**config.mk**
```make
export PLATFORM = sky130hd
export DESIGN_NAME = sbc_top
export DESIGN_NICKNAME = d
export VERILOG_FILES = /design/src/include/sbc_pkg.sv /design/src/include/sbc_gen_if.sv /design/src/core/sbc_reload_counter.sv /design/src/core/sbc_irq_status.sv /design/src/core/sbc_top.sv
export SDC_FILE = /design/constraint.sdc
export NUM_CORES = 1
export LEC_CHECK = 0
export BUFFER_PORTS_ARGS = -buffer_cell sky130_fd_sc_hd__buf_2
export CORE_MARGIN = 10
export CORE_UTILIZATION = 50
export DETAILED_ROUTE_END_ITERATION = 8
export PLACE_DENSITY_LB_ADDON = 0.2
export RECOVER_POWER = 25
export SYNTH_ARGS = -nofsm -noshare
export SYNTH_HDL_FRONTEND = slang
export SYNTH_SLANG_ARGS = --single-unit
```
**constraint.sdc**
```tcl
create_clock -name clock_in -period 11.9 [get_ports clock_in]
set_input_delay 0.595 -clock clock_in [delete_from_list [all_inputs] [get_ports clock_in]]
set_output_delay 0.595 -clock clock_in [all_outputs]
set_load 0.05 [all_outputs]
```
**src/include/sbc_pkg.sv**
```systemverilog
// Shared constants, register map and helpers of the serial baud and control block.
package sbc_pkg;

	// Widths of the reload value, the register port and the event set.
	localparam int unsigned RELOAD_W = 15;
	localparam int unsigned DATA_W   = 16;
	localparam int unsigned ADDR_W   = 5;
	localparam int unsigned EVT_W    = 3;

	// Clock rate of the bus clock that the reload counters divide.
	localparam int unsigned CLK_HZ = 50000000;

	// Register byte addresses, one aligned word each.
	localparam logic [4:0] OFF_CTRL    = 5'h00;
	localparam logic [4:0] OFF_BAUD    = 5'h04;
	localparam logic [4:0] OFF_CFG     = 5'h08;
	localparam logic [4:0] OFF_IRQ_STS = 5'h0c;
	localparam logic [4:0] OFF_IRQ_MSK = 5'h10;

	// Field positions of serial_control; bits 14:8 are stored, bit 15 is a strobe.
	localparam int unsigned CTRL_CLEAR_BIT = 15;
	localparam int unsigned CTRL_LSB       = 8;
	localparam int unsigned CTRL_MSB       = 14;
	localparam int unsigned CTL_SLAVE      = 6;
	localparam int unsigned CTL_SPI        = 5;
	localparam int unsigned CTL_RX_IRQ     = 4;
	localparam int unsigned CTL_TX_IRQ     = 3;
	localparam int unsigned CTL_TX_IDLE    = 2;
	localparam int unsigned CTL_RX_EN      = 1;
	localparam int unsigned CTL_TX_EN      = 0;

	// Field position of the configuration register.
	localparam int unsigned CFG_INV_BIT = 0;

	// Event positions in the interrupt status and mask registers.
	localparam int unsigned EVT_TX_WRAP = 0;
	localparam int unsigned EVT_RX_WRAP = 1;
	localparam int unsigned EVT_CLEAR   = 2;

	// Reset values.
	localparam logic [6:0]          CTRL_RESET = 7'h00;
	localparam logic                CFG_RESET  = 1'h0;
	localparam logic [RELOAD_W-1:0] BAUD_RESET = 15'h0000;
	localparam logic [EVT_W-1:0]    MSK_RESET  = 3'h0;

	// Level of the serial clock in the long or short phase of a period.
	function automatic logic sclk_level(input logic long_ph, input logic spi, input logic inv);
		return long_ph ? (spi == inv) : (spi != inv);
	endfunction

endpackage

```
**src/include/sbc_gen_if.sv**
```systemverilog
// Link between the control logic and one reload counter.
interface sbc_gen_if #(parameter int unsigned W = 15);
	logic [W-1:0] reload;
	logic         restart;
	logic         run;
	logic         phase_a;
	logic         wrap;

	modport ctl (output reload, output restart, output run, input phase_a, input wrap);
	modport cnt (input reload, input restart, input run, output phase_a, output wrap);
endinterface

```
**src/core/sbc_reload_counter.sv**
```systemverilog
// One reload counter that divides the bus clock into a serial clock phase.
module sbc_reload_counter #(
	parameter int unsigned W = 15
) (
	input wire logic clock_in, // Bus clock.
	input wire logic nrst_in,  // Synchronous reset, active low.
	sbc_gen_if.cnt   gen       // Reload value, restart, run, phase and wrap.
);

	if (W < 2 || W > 16) begin : g_width_check
		$error("reload width must be 2 to 16");
	end

	logic [W-1:0] cnt_ff;
	logic [W-1:0] nxt_cnt;
	logic         phase_ff;
	logic         nxt_phase;
	logic         wrap_ff;
	logic         nxt_wrap;
	logic         active;
	logic         at_zero;

	// True while the count sits in the longer, first part of the period.
	function automatic logic in_long_phase(input logic [W-1:0] c, input logic [W-1:0] v);
		return c >= ((v >> 1) + W'(v[0]));
	endfunction

	// A zero reload value parks the counter so no serial clock is made.
	assign active    = gen.run && (gen.reload != '0);
	assign at_zero   = (cnt_ff == '0);
	// Count down to zero, then reload; restart loads the value at once.
	assign nxt_cnt   = (gen.restart || !active || at_zero) ? gen.reload : cnt_ff - W'(1);
	assign nxt_wrap  = active && !gen.restart && at_zero;
	// Ceiling of half the value splits the period so only even values skew it.
	assign nxt_phase = in_long_phase(nxt_cnt, gen.reload);

	// Counter state.
	always_ff @(posedge clock_in) begin
		if (!nrst_in) begin
			cnt_ff   <= '0;
			phase_ff <= 1'b1;
			wrap_ff  <= 1'b0;
		end else begin
			cnt_ff   <= nxt_cnt;
			phase_ff <= nxt_phase;
			wrap_ff  <= nxt_wrap;
		end
	end

	assign gen.phase_a = phase_ff;
	assign gen.wrap    = wrap_ff;

	// Helper counters that measure period and long-phase length for the checks.
	logic [W-1:0] gap_ff;
	logic         gap_ok_ff;
	logic [W-1:0] len_ff;
	logic         len_ok_ff;

	always_ff @(posedge clock_in) begin
		if (!nrst_in || gen.restart || !active) begin
			gap_ff    <= '0;
			gap_ok_ff <= 1'b0;
			len_ff    <= '0;
			len_ok_ff <= 1'b0;
		end else begin
			gap_ff    <= wrap_ff ? '0 : gap_ff + W'(1);
			gap_ok_ff <= gap_ok_ff || wrap_ff;
			len_ff    <= phase_ff ? len_ff + W'(1) : '0;
			len_ok_ff <= len_ok_ff || wrap_ff;
		end
	end
endmodule

```
**src/core/sbc_irq_status.sv**
```systemverilog
// Sticky event flags, their mask and the single level interrupt.
module sbc_irq_status #(
	parameter int unsigned N = 3
) (
	input  wire logic         clock_in,   // Bus clock.
	input  wire logic         nrst_in,    // Synchronous reset, active low.
	input  wire logic [N-1:0] event_in,   // One-cycle event pulses.
	input  wire logic         sts_we_in,  // Write to status: ones clear.
	input  wire logic         msk_we_in,  // Write to mask.
	input  wire logic [N-1:0] wdata_in,   // Write data.
	output logic      [N-1:0] status_out, // Sticky flags.
	output logic      [N-1:0] mask_out,   // Mask, one enables.
	output logic              irq_out     // High while an enabled flag is set.
);

	if (N < 1 || N > 16) begin : g_width_check
		$error("event count must be 1 to 16");
	end

	logic [N-1:0] sts_ff;
	logic [N-1:0] msk_ff;
	logic         irq_ff;
	logic [N-1:0] nxt_sts;
	logic [N-1:0] nxt_msk;

	// The event is ORed in after the clear so a set in the clearing cycle wins.
	assign nxt_sts = (sts_ff & ~(sts_we_in ? wdata_in : '0)) | event_in;
	assign nxt_msk = msk_we_in ? wdata_in : msk_ff;

	// Flags, mask and the interrupt computed from next values so all agree.
	always_ff @(posedge clock_in) begin
		if (!nrst_in) begin
			sts_ff <= '0;
			msk_ff <= sbc_pkg::MSK_RESET;
			irq_ff <= 1'b0;
		end else begin
			sts_ff <= nxt_sts;
			msk_ff <= nxt_msk;
			irq_ff <= |(nxt_sts & nxt_msk);
		end
	end

	assign status_out = sts_ff;
	assign mask_out   = msk_ff;
	assign irq_out    = irq_ff;
endmodule

```
**src/core/sbc_top.sv**
```systemverilog
// Baud-rate generator and serial control register of the clocked serial port.
module sbc_top (
	input  wire logic        clock_in,            // Bus clock, 50 MHz.
	input  wire logic        nrst_in,             // Synchronous reset, active low.
	input  wire logic [4:0]  addr_in,             // Register byte address.
	input  wire logic [15:0] wdata_in,            // Write data.
	input  wire logic        wr_in,               // Write strobe.
	input  wire logic        rd_in,               // Read strobe.
	output logic      [15:0] rdata_out,           // Read data, the cycle after rd_in.
	input  wire logic        sck_in,              // Serial clock pin input.
	output logic             sck_out,             // Serial clock pin output.
	output logic             sck_oe_out,          // Serial clock pin drive enable.
	output logic             rx_sclk_out,         // Internal receive sampling clock.
	output logic             soft_reset_out,      // One-cycle pulse: abort and reset sources.
	output logic             cs_inactive_out,     // One-cycle pulse: all chip selects inactive.
	output logic             slave_mode_out,      // Slave mode selected.
	output logic             spi_mode_out,        // SPI-style transfer selected.
	output logic             clock_invert_out,    // Idle-low clock format.
	output logic             rx_irq_enable_out,   // Receive interrupt enable.
	output logic             tx_irq_enable_out,   // Transmit interrupt enable.
	output logic             tx_idle_irq_enable_out, // Transmit idle interrupt enable.
	output logic             rx_enable_out,       // Receive enable.
	output logic             tx_enable_out,       // Transmit enable.
	output logic             irq_out              // Block interrupt, level.
);

	localparam int unsigned W = sbc_pkg::RELOAD_W;
	localparam int unsigned E = sbc_pkg::EVT_W;

	// Stored registers.
	logic [6:0]          ctrl_ff;
	logic                inv_ff;
	logic [W-1:0]        baud_ff;
	logic [15:0]         rdata_ff;
	logic                clear_ff;
	logic                cs_idle_ff;
	logic                sck_s1_ff;
	logic                sck_s2_ff;
	logic                tx_sclk_ff;
	logic                rx_sclk_ff;
	logic                sck_oe_ff;

	// Decode of the register port.
	logic                wr_ctrl;
	logic                wr_baud;
	logic                wr_cfg;
	logic                wr_sts;
	logic                wr_msk;
	logic                clear_req;
	logic [W-1:0]        reload_now;
	logic                slave;
	logic                spi;
	logic                tx_active;
	logic                rx_active;
	logic                idle_lvl;
	logic                nxt_tx_sclk;
	logic                nxt_rx_sclk;
	logic [15:0]         rd_mux;
	logic [E-1:0]        events;
	logic [E-1:0]        irq_sts;
	logic [E-1:0]        irq_msk;

	assign wr_ctrl   = wr_in && (addr_in == sbc_pkg::OFF_CTRL);
	assign wr_baud   = wr_in && (addr_in == sbc_pkg::OFF_BAUD);
	assign wr_cfg    = wr_in && (addr_in == sbc_pkg::OFF_CFG);
	assign wr_sts    = wr_in && (addr_in == sbc_pkg::OFF_IRQ_STS);
	assign wr_msk    = wr_in && (addr_in == sbc_pkg::OFF_IRQ_MSK);
	// Only a one in bit 15 acts; a zero there is simply dropped.
	assign clear_req = wr_ctrl && wdata_in[sbc_pkg::CTRL_CLEAR_BIT];

	// Mode terms used by both clock paths.
	assign slave     = ctrl_ff[sbc_pkg::CTL_SLAVE];
	assign spi       = ctrl_ff[sbc_pkg::CTL_SPI];
	assign idle_lvl  = ~inv_ff;
	// The generators only run in master mode; slave mode bypasses them.
	assign tx_active = !slave && ctrl_ff[sbc_pkg::CTL_TX_EN] && (baud_ff != '0);
	assign rx_active = !slave && ctrl_ff[sbc_pkg::CTL_RX_EN] && (baud_ff != '0);

	// Two counters sharing one reload value, restarted by a reload write or a clear.
	sbc_gen_if #(.W(W)) tx_gen ();
	sbc_gen_if #(.W(W)) rx_gen ();

	// A reload write reaches the counters in its own cycle, so they start from the new value, not the old one.
	assign reload_now     = wr_baud ? wdata_in[W-1:0] : baud_ff;
	assign tx_gen.reload  = reload_now;
	assign rx_gen.reload  = reload_now;
	assign tx_gen.restart = wr_baud || clear_req;
	assign rx_gen.restart = wr_baud || clear_req;
	assign tx_gen.run     = tx_active;
	assign rx_gen.run     = rx_active;

	sbc_reload_counter #(.W(W)) u_tx_cnt (
		.clock_in (clock_in),
		.nrst_in  (nrst_in),
		.gen      (tx_gen)
	);

	sbc_reload_counter #(.W(W)) u_rx_cnt (
		.clock_in (clock_in),
		.nrst_in  (nrst_in),
		.gen      (rx_gen)
	);

	// Long phase level depends on transfer style and clock format.
	assign nxt_tx_sclk = slave ? sck_s2_ff :
		(tx_active ? sbc_pkg::sclk_level(tx_gen.phase_a, spi, inv_ff) : idle_lvl);
	assign nxt_rx_sclk = slave ? sck_s2_ff :
		(rx_active ? sbc_pkg::sclk_level(rx_gen.phase_a, spi, inv_ff) : idle_lvl);

	// Counter wraps and the clear itself are the interrupt events.
	assign events = {clear_ff, rx_gen.wrap, tx_gen.wrap};

	sbc_irq_status #(.N(E)) u_irq (
		.clock_in   (clock_in),
		.nrst_in    (nrst_in),
		.event_in   (events),
		.sts_we_in  (wr_sts),
		.msk_we_in  (wr_msk),
		.wdata_in   (wdata_in[E-1:0]),
		.status_out (irq_sts),
		.mask_out   (irq_msk),
		.irq_out    (irq_out)
	);

	// Read selection; the clear bit and unmapped addresses read as zero.
	always_comb begin
		unique case (addr_in)
			sbc_pkg::OFF_CTRL:    rd_mux = {1'b0, ctrl_ff, 8'h00};
			sbc_pkg::OFF_BAUD:    rd_mux = {1'b0, baud_ff};
			sbc_pkg::OFF_CFG:     rd_mux = {15'h0000, inv_ff};
			sbc_pkg::OFF_IRQ_STS: rd_mux = {13'h0000, irq_sts};
			sbc_pkg::OFF_IRQ_MSK: rd_mux = {13'h0000, irq_msk};
			default:              rd_mux = 16'h0000;
		endcase
	end

	// Software registers; a clear keeps the reload and format values, while its own write loads control bits 14:8.
	always_ff @(posedge clock_in) begin
		if (!nrst_in) begin
			ctrl_ff <= sbc_pkg::CTRL_RESET;
			inv_ff  <= sbc_pkg::CFG_RESET;
			baud_ff <= sbc_pkg::BAUD_RESET;
		end else begin
			if (wr_ctrl)
				ctrl_ff <= wdata_in[sbc_pkg::CTRL_MSB:sbc_pkg::CTRL_LSB];
			if (wr_cfg)
				inv_ff <= wdata_in[sbc_pkg::CFG_INV_BIT];
			if (wr_baud)
				baud_ff <= wdata_in[W-1:0];
		end
	end

	// Read data stands only in the cycle after the strobe.
	always_ff @(posedge clock_in) begin
		if (!nrst_in)
			rdata_ff <= 16'h0000;
		else
			rdata_ff <= rd_in ? rd_mux : 16'h0000;
	end

	// Clear pulses go to the transfer, flag and chip-select logic outside.
	always_ff @(posedge clock_in) begin
		if (!nrst_in) begin
			clear_ff   <= 1'b0;
			cs_idle_ff <= 1'b0;
		end else begin
			clear_ff   <= clear_req;
			cs_idle_ff <= clear_req;
		end
	end

	// The pin clock is asynchronous; only the second stage feeds logic.
	always_ff @(posedge clock_in) begin
		if (!nrst_in) begin
			sck_s1_ff <= 1'b1;
			sck_s2_ff <= 1'b1;
		end else begin
			sck_s1_ff <= sck_in;
			sck_s2_ff <= sck_s1_ff;
		end
	end

	// Serial clock outputs and pin direction; reset parks them at the idle level.
	always_ff @(posedge clock_in) begin
		if (!nrst_in) begin
			tx_sclk_ff <= 1'b1;
			rx_sclk_ff <= 1'b1;
			sck_oe_ff  <= 1'b0;
		end else begin
			tx_sclk_ff <= nxt_tx_sclk;
			rx_sclk_ff <= nxt_rx_sclk;
			sck_oe_ff  <= !slave;
		end
	end

	assign rdata_out              = rdata_ff;
	assign sck_out                = tx_sclk_ff;
	assign sck_oe_out             = sck_oe_ff;
	assign rx_sclk_out            = rx_sclk_ff;
	assign soft_reset_out         = clear_ff;
	assign cs_inactive_out        = cs_idle_ff;
	assign slave_mode_out         = ctrl_ff[sbc_pkg::CTL_SLAVE];
	assign spi_mode_out           = ctrl_ff[sbc_pkg::CTL_SPI];
	assign clock_invert_out       = inv_ff;
	assign rx_irq_enable_out      = ctrl_ff[sbc_pkg::CTL_RX_IRQ];
	assign tx_irq_enable_out      = ctrl_ff[sbc_pkg::CTL_TX_IRQ];
	assign tx_idle_irq_enable_out = ctrl_ff[sbc_pkg::CTL_TX_IDLE];
	assign rx_enable_out          = ctrl_ff[sbc_pkg::CTL_RX_EN];
	assign tx_enable_out          = ctrl_ff[sbc_pkg::CTL_TX_EN];
endmodule

```
==> metrics <==
Worst Hold Class in -> reg; clock sinks 85; Worst Clk Skew ~0.011 ns; setup TNS after final layout 0 ns; via count approximately 4600; Cell Area, Synth 5090 um2; first-pass GRT wire length about 24000 um; initial DRC count 388; Post-DP HPWL between 10000 and 15000 um; CP Cell Sequence buf_2 > nor3b_2 > nand2_1 > mux2_2 > inv_1 > ha_1 > nor2_1 > o211ai_1 > nor2_1 > buf_4 > mux2i_1 > ha_1 > and3_1 > a41o_1 > a21o_1 > a211oi_1 > o31ai_1; DR DRC count 0; NetSw around 0.15 mW; synth top area cells dfxtp_1 33%, ha_1 8.6%, mux2i_1 5.3%; Critical Path Max Stage Delay 0.75 ns; critical path's top delay family simple AND/OR/NAND/NOR gates; # hold bufs at CTS 0; EDFF count, synth 0; Seq pwr share 0.498; most frequent cells in the layout 85 x dfxtp_1, 53 x a21oi_1, 52 x nor2_1; WHS Path Cells 2; data arrival time of the worst path roughly 5.5 ns; Horiz. Die Dim around 120 um; leakage power 2.55 nW; post-synthesis sequential area ratio 0.335; Final Max Slew Viols 0; initial antenna violation count 0; synth unique cells 58; MaxCap Viol Count 0; placed insts 745; global-route congestion overflow total 0; core footprint approximately 10000 um2; clk buf depth 2; cts bufs inserted 9; Die Area 14600 um2; IO Port Bufs 54; Synth top area share 0.335; vias in the first global route 4627; gr usage total 0.204; leading area contributor after synthesis dfxtp_1; endpoints failing setup 0; commonest non-fill, non-tap cell in the layout dfxtp_1; Net Count, Synth 638; sw frac 0.262; Power, Total 0.582 mW; Period minus WS final 5.23 ns; Routed WL about 15000 um; Hold Path Origin sck_in; Worst Path Buf+Inv 3; H-tree depth 3; largest net degree at the start of global routing 37; antenna viol nets, final 0; Starting Density 0.518; f_max 0.191 GHz; hold path endpoint sck_s1_ff; Worst-Margin Slew 1.09 ns; CTS clk-pin slew, worst paths ~0.09 ns; TritonCTS clock tree done; diodes inserted 0; clk_lat worst skew 0.37 ns; num ports 56; FF-to-FF path depth 12; VDD IR-drop max 0.0000575 V; Max stage delay cell, worst path nand2_1; Initial DRT Pass Iterations 5; Site Rows 36; Rel. slew slack 0.274; YS warnings 0; Setup CP Type in -> reg; RSZ-0062 raised after global routing false; vias per cell 6.06; PD cells 103 nW/um2; layout cell share with drive strength beyond 1 0.154; Layout area overhead 11.3%; fraction of registers with async set/reset 0; die height ~120 um; Comb power frac 0.101; clock share of power 0.402; Post-CTS Setup Inserts 0; #FFs+latches synth 85; final worst path period share 0.440; P_int 0.429 mW; endpoint class of the critical path register; Post-Syn Instances around 580; reg-to-reg setup timing slack 8.07 ns; syn avg cell area approximately 9 um2; PostCTS Resize Cnt 0; Worst R2R Start baud_ff[2]; Most used DFF post-synth dfxtp_1; final hold violations 0; outcome complete, no violations; CTS root buf clkbuf_8; Final Non-Filler Cells about 760; Routed WL per cell ~20 um; capture point of the worst reg-to-reg path u_tx_cnt.gen.phase_a; Layout Nets 684; worst endpoint required time 12.16 ns; crit path launch type input port; crit path max fanout 25; gpl congestion ~1
[cell usage after synthesis, types with 9 or more instances]
library cell,count
a211oi_1,15
a21oi_1,53
and2_1,12
clkbuf_1,13
dfxtp_1,85
ha_1,35
inv_1,20
mux2_2,16
mux2i_1,27
nand2_1,26
nand3_1,19
nand4_1,9
nor2_1,52
nor3_1,17
o21ai_0,20
or4_1,11
xnor2_1,20
xor2_1,20
[stage by stage]
stage               utilization  hold slack [ns]  worst slack (ns)  cell area, um2
floorplan                     -            0.386              7.49            5090
global placement          0.555            0.400              6.59            5450
detailed placement        0.555            0.407              6.37            5450
CTS                       0.578            0.400              6.76            5670
global route              0.576            0.408              6.23            5660
finish                    0.576            0.412              6.67            5660
[cell families after synthesis]
family / after synthesis / share of synthesized area
xor+xnor: 40 / 0.0689
mux: 43 / 0.0886
other cells: 1 / 0.000737
buf+inv: 43 / 0.0349
simple gates: 197 / 0.220
fa+ha+maj: 35 / 0.0861
flops: 85 / 0.335
compound gates: 133 / 0.166
[worst max-delay path by stage]
stage | end | slack, ns | from | cells past startpoint
floorplan | u_tx_cnt.gen.phase_a | 7.49 | addr_in[4] | 18
global placement | u_tx_cnt.gen.phase_a | 6.59 | addr_in[0] | 17
detailed placement | u_tx_cnt.gen.phase_a | 6.37 | addr_in[0] | 17
CTS | u_tx_cnt.gen.phase_a | 6.76 | addr_in[0] | 17
global route | u_tx_cnt.gen.phase_a | 6.23 | wr_in | 17
finish | u_tx_cnt.gen.phase_a | 6.67 | addr_in[0] | 17
[power by group through the flow]
stage / Clock, mW / Combinational (mW) / Sequential [mW]
2_1_floorplan: 0 / 0.0386 / 0.297
3_3_place_gp: 0 / 0.0567 / 0.296
3_5_place_dp: 0 / 0.0575 / 0.296
4_1_cts: 0.237 / 0.0578 / 0.289
5_1_grt: 0.248 / 0.0638 / 0.290
6_report: 0.234 / 0.0586 / 0.289
[final cells by class]
class	instances	area, um2
fillers	930	4160
multi-input cells	449	3210
flip-flops and latches	85	1700
repair buffers	58	287
well taps	133	166
clock buffers	10	128
clock inverters	6	95.1
inverters	20	75.1
[layer usage]
metal	vias to the layer above	track usage	part of all wire
met2	183	0.343	0.47
met5	-	0	0
li1	2219	-	-
met3	43	0.0414	0.061
met4	0	0.104	0.036
met1	2164	0.240	0.43
[state kept, by name (all words and copies together) (netlist names)]
register              cells
u_rx_cnt.gen.phase_a      1
ctrl_ff                   7
baud_ff                  15
u_irq.irq_out             1
rdata_out                15
u_rx_cnt.cnt_ff          15
rx_sclk_out               1
u_tx_cnt.gen.wrap         1
u_irq.status_out          3
cs_inactive_out           1
u_irq.mask_out            3
clock_invert_out          1
u_tx_cnt.gen.phase_a      1
sck_s2_ff                 1
u_tx_cnt.cnt_ff          15
sck_oe_out                1
sck_out                   1
sck_s1_ff                 1
u_rx_cnt.gen.wrap         1
No activity file was read; power rests on OpenSTA's default activity.
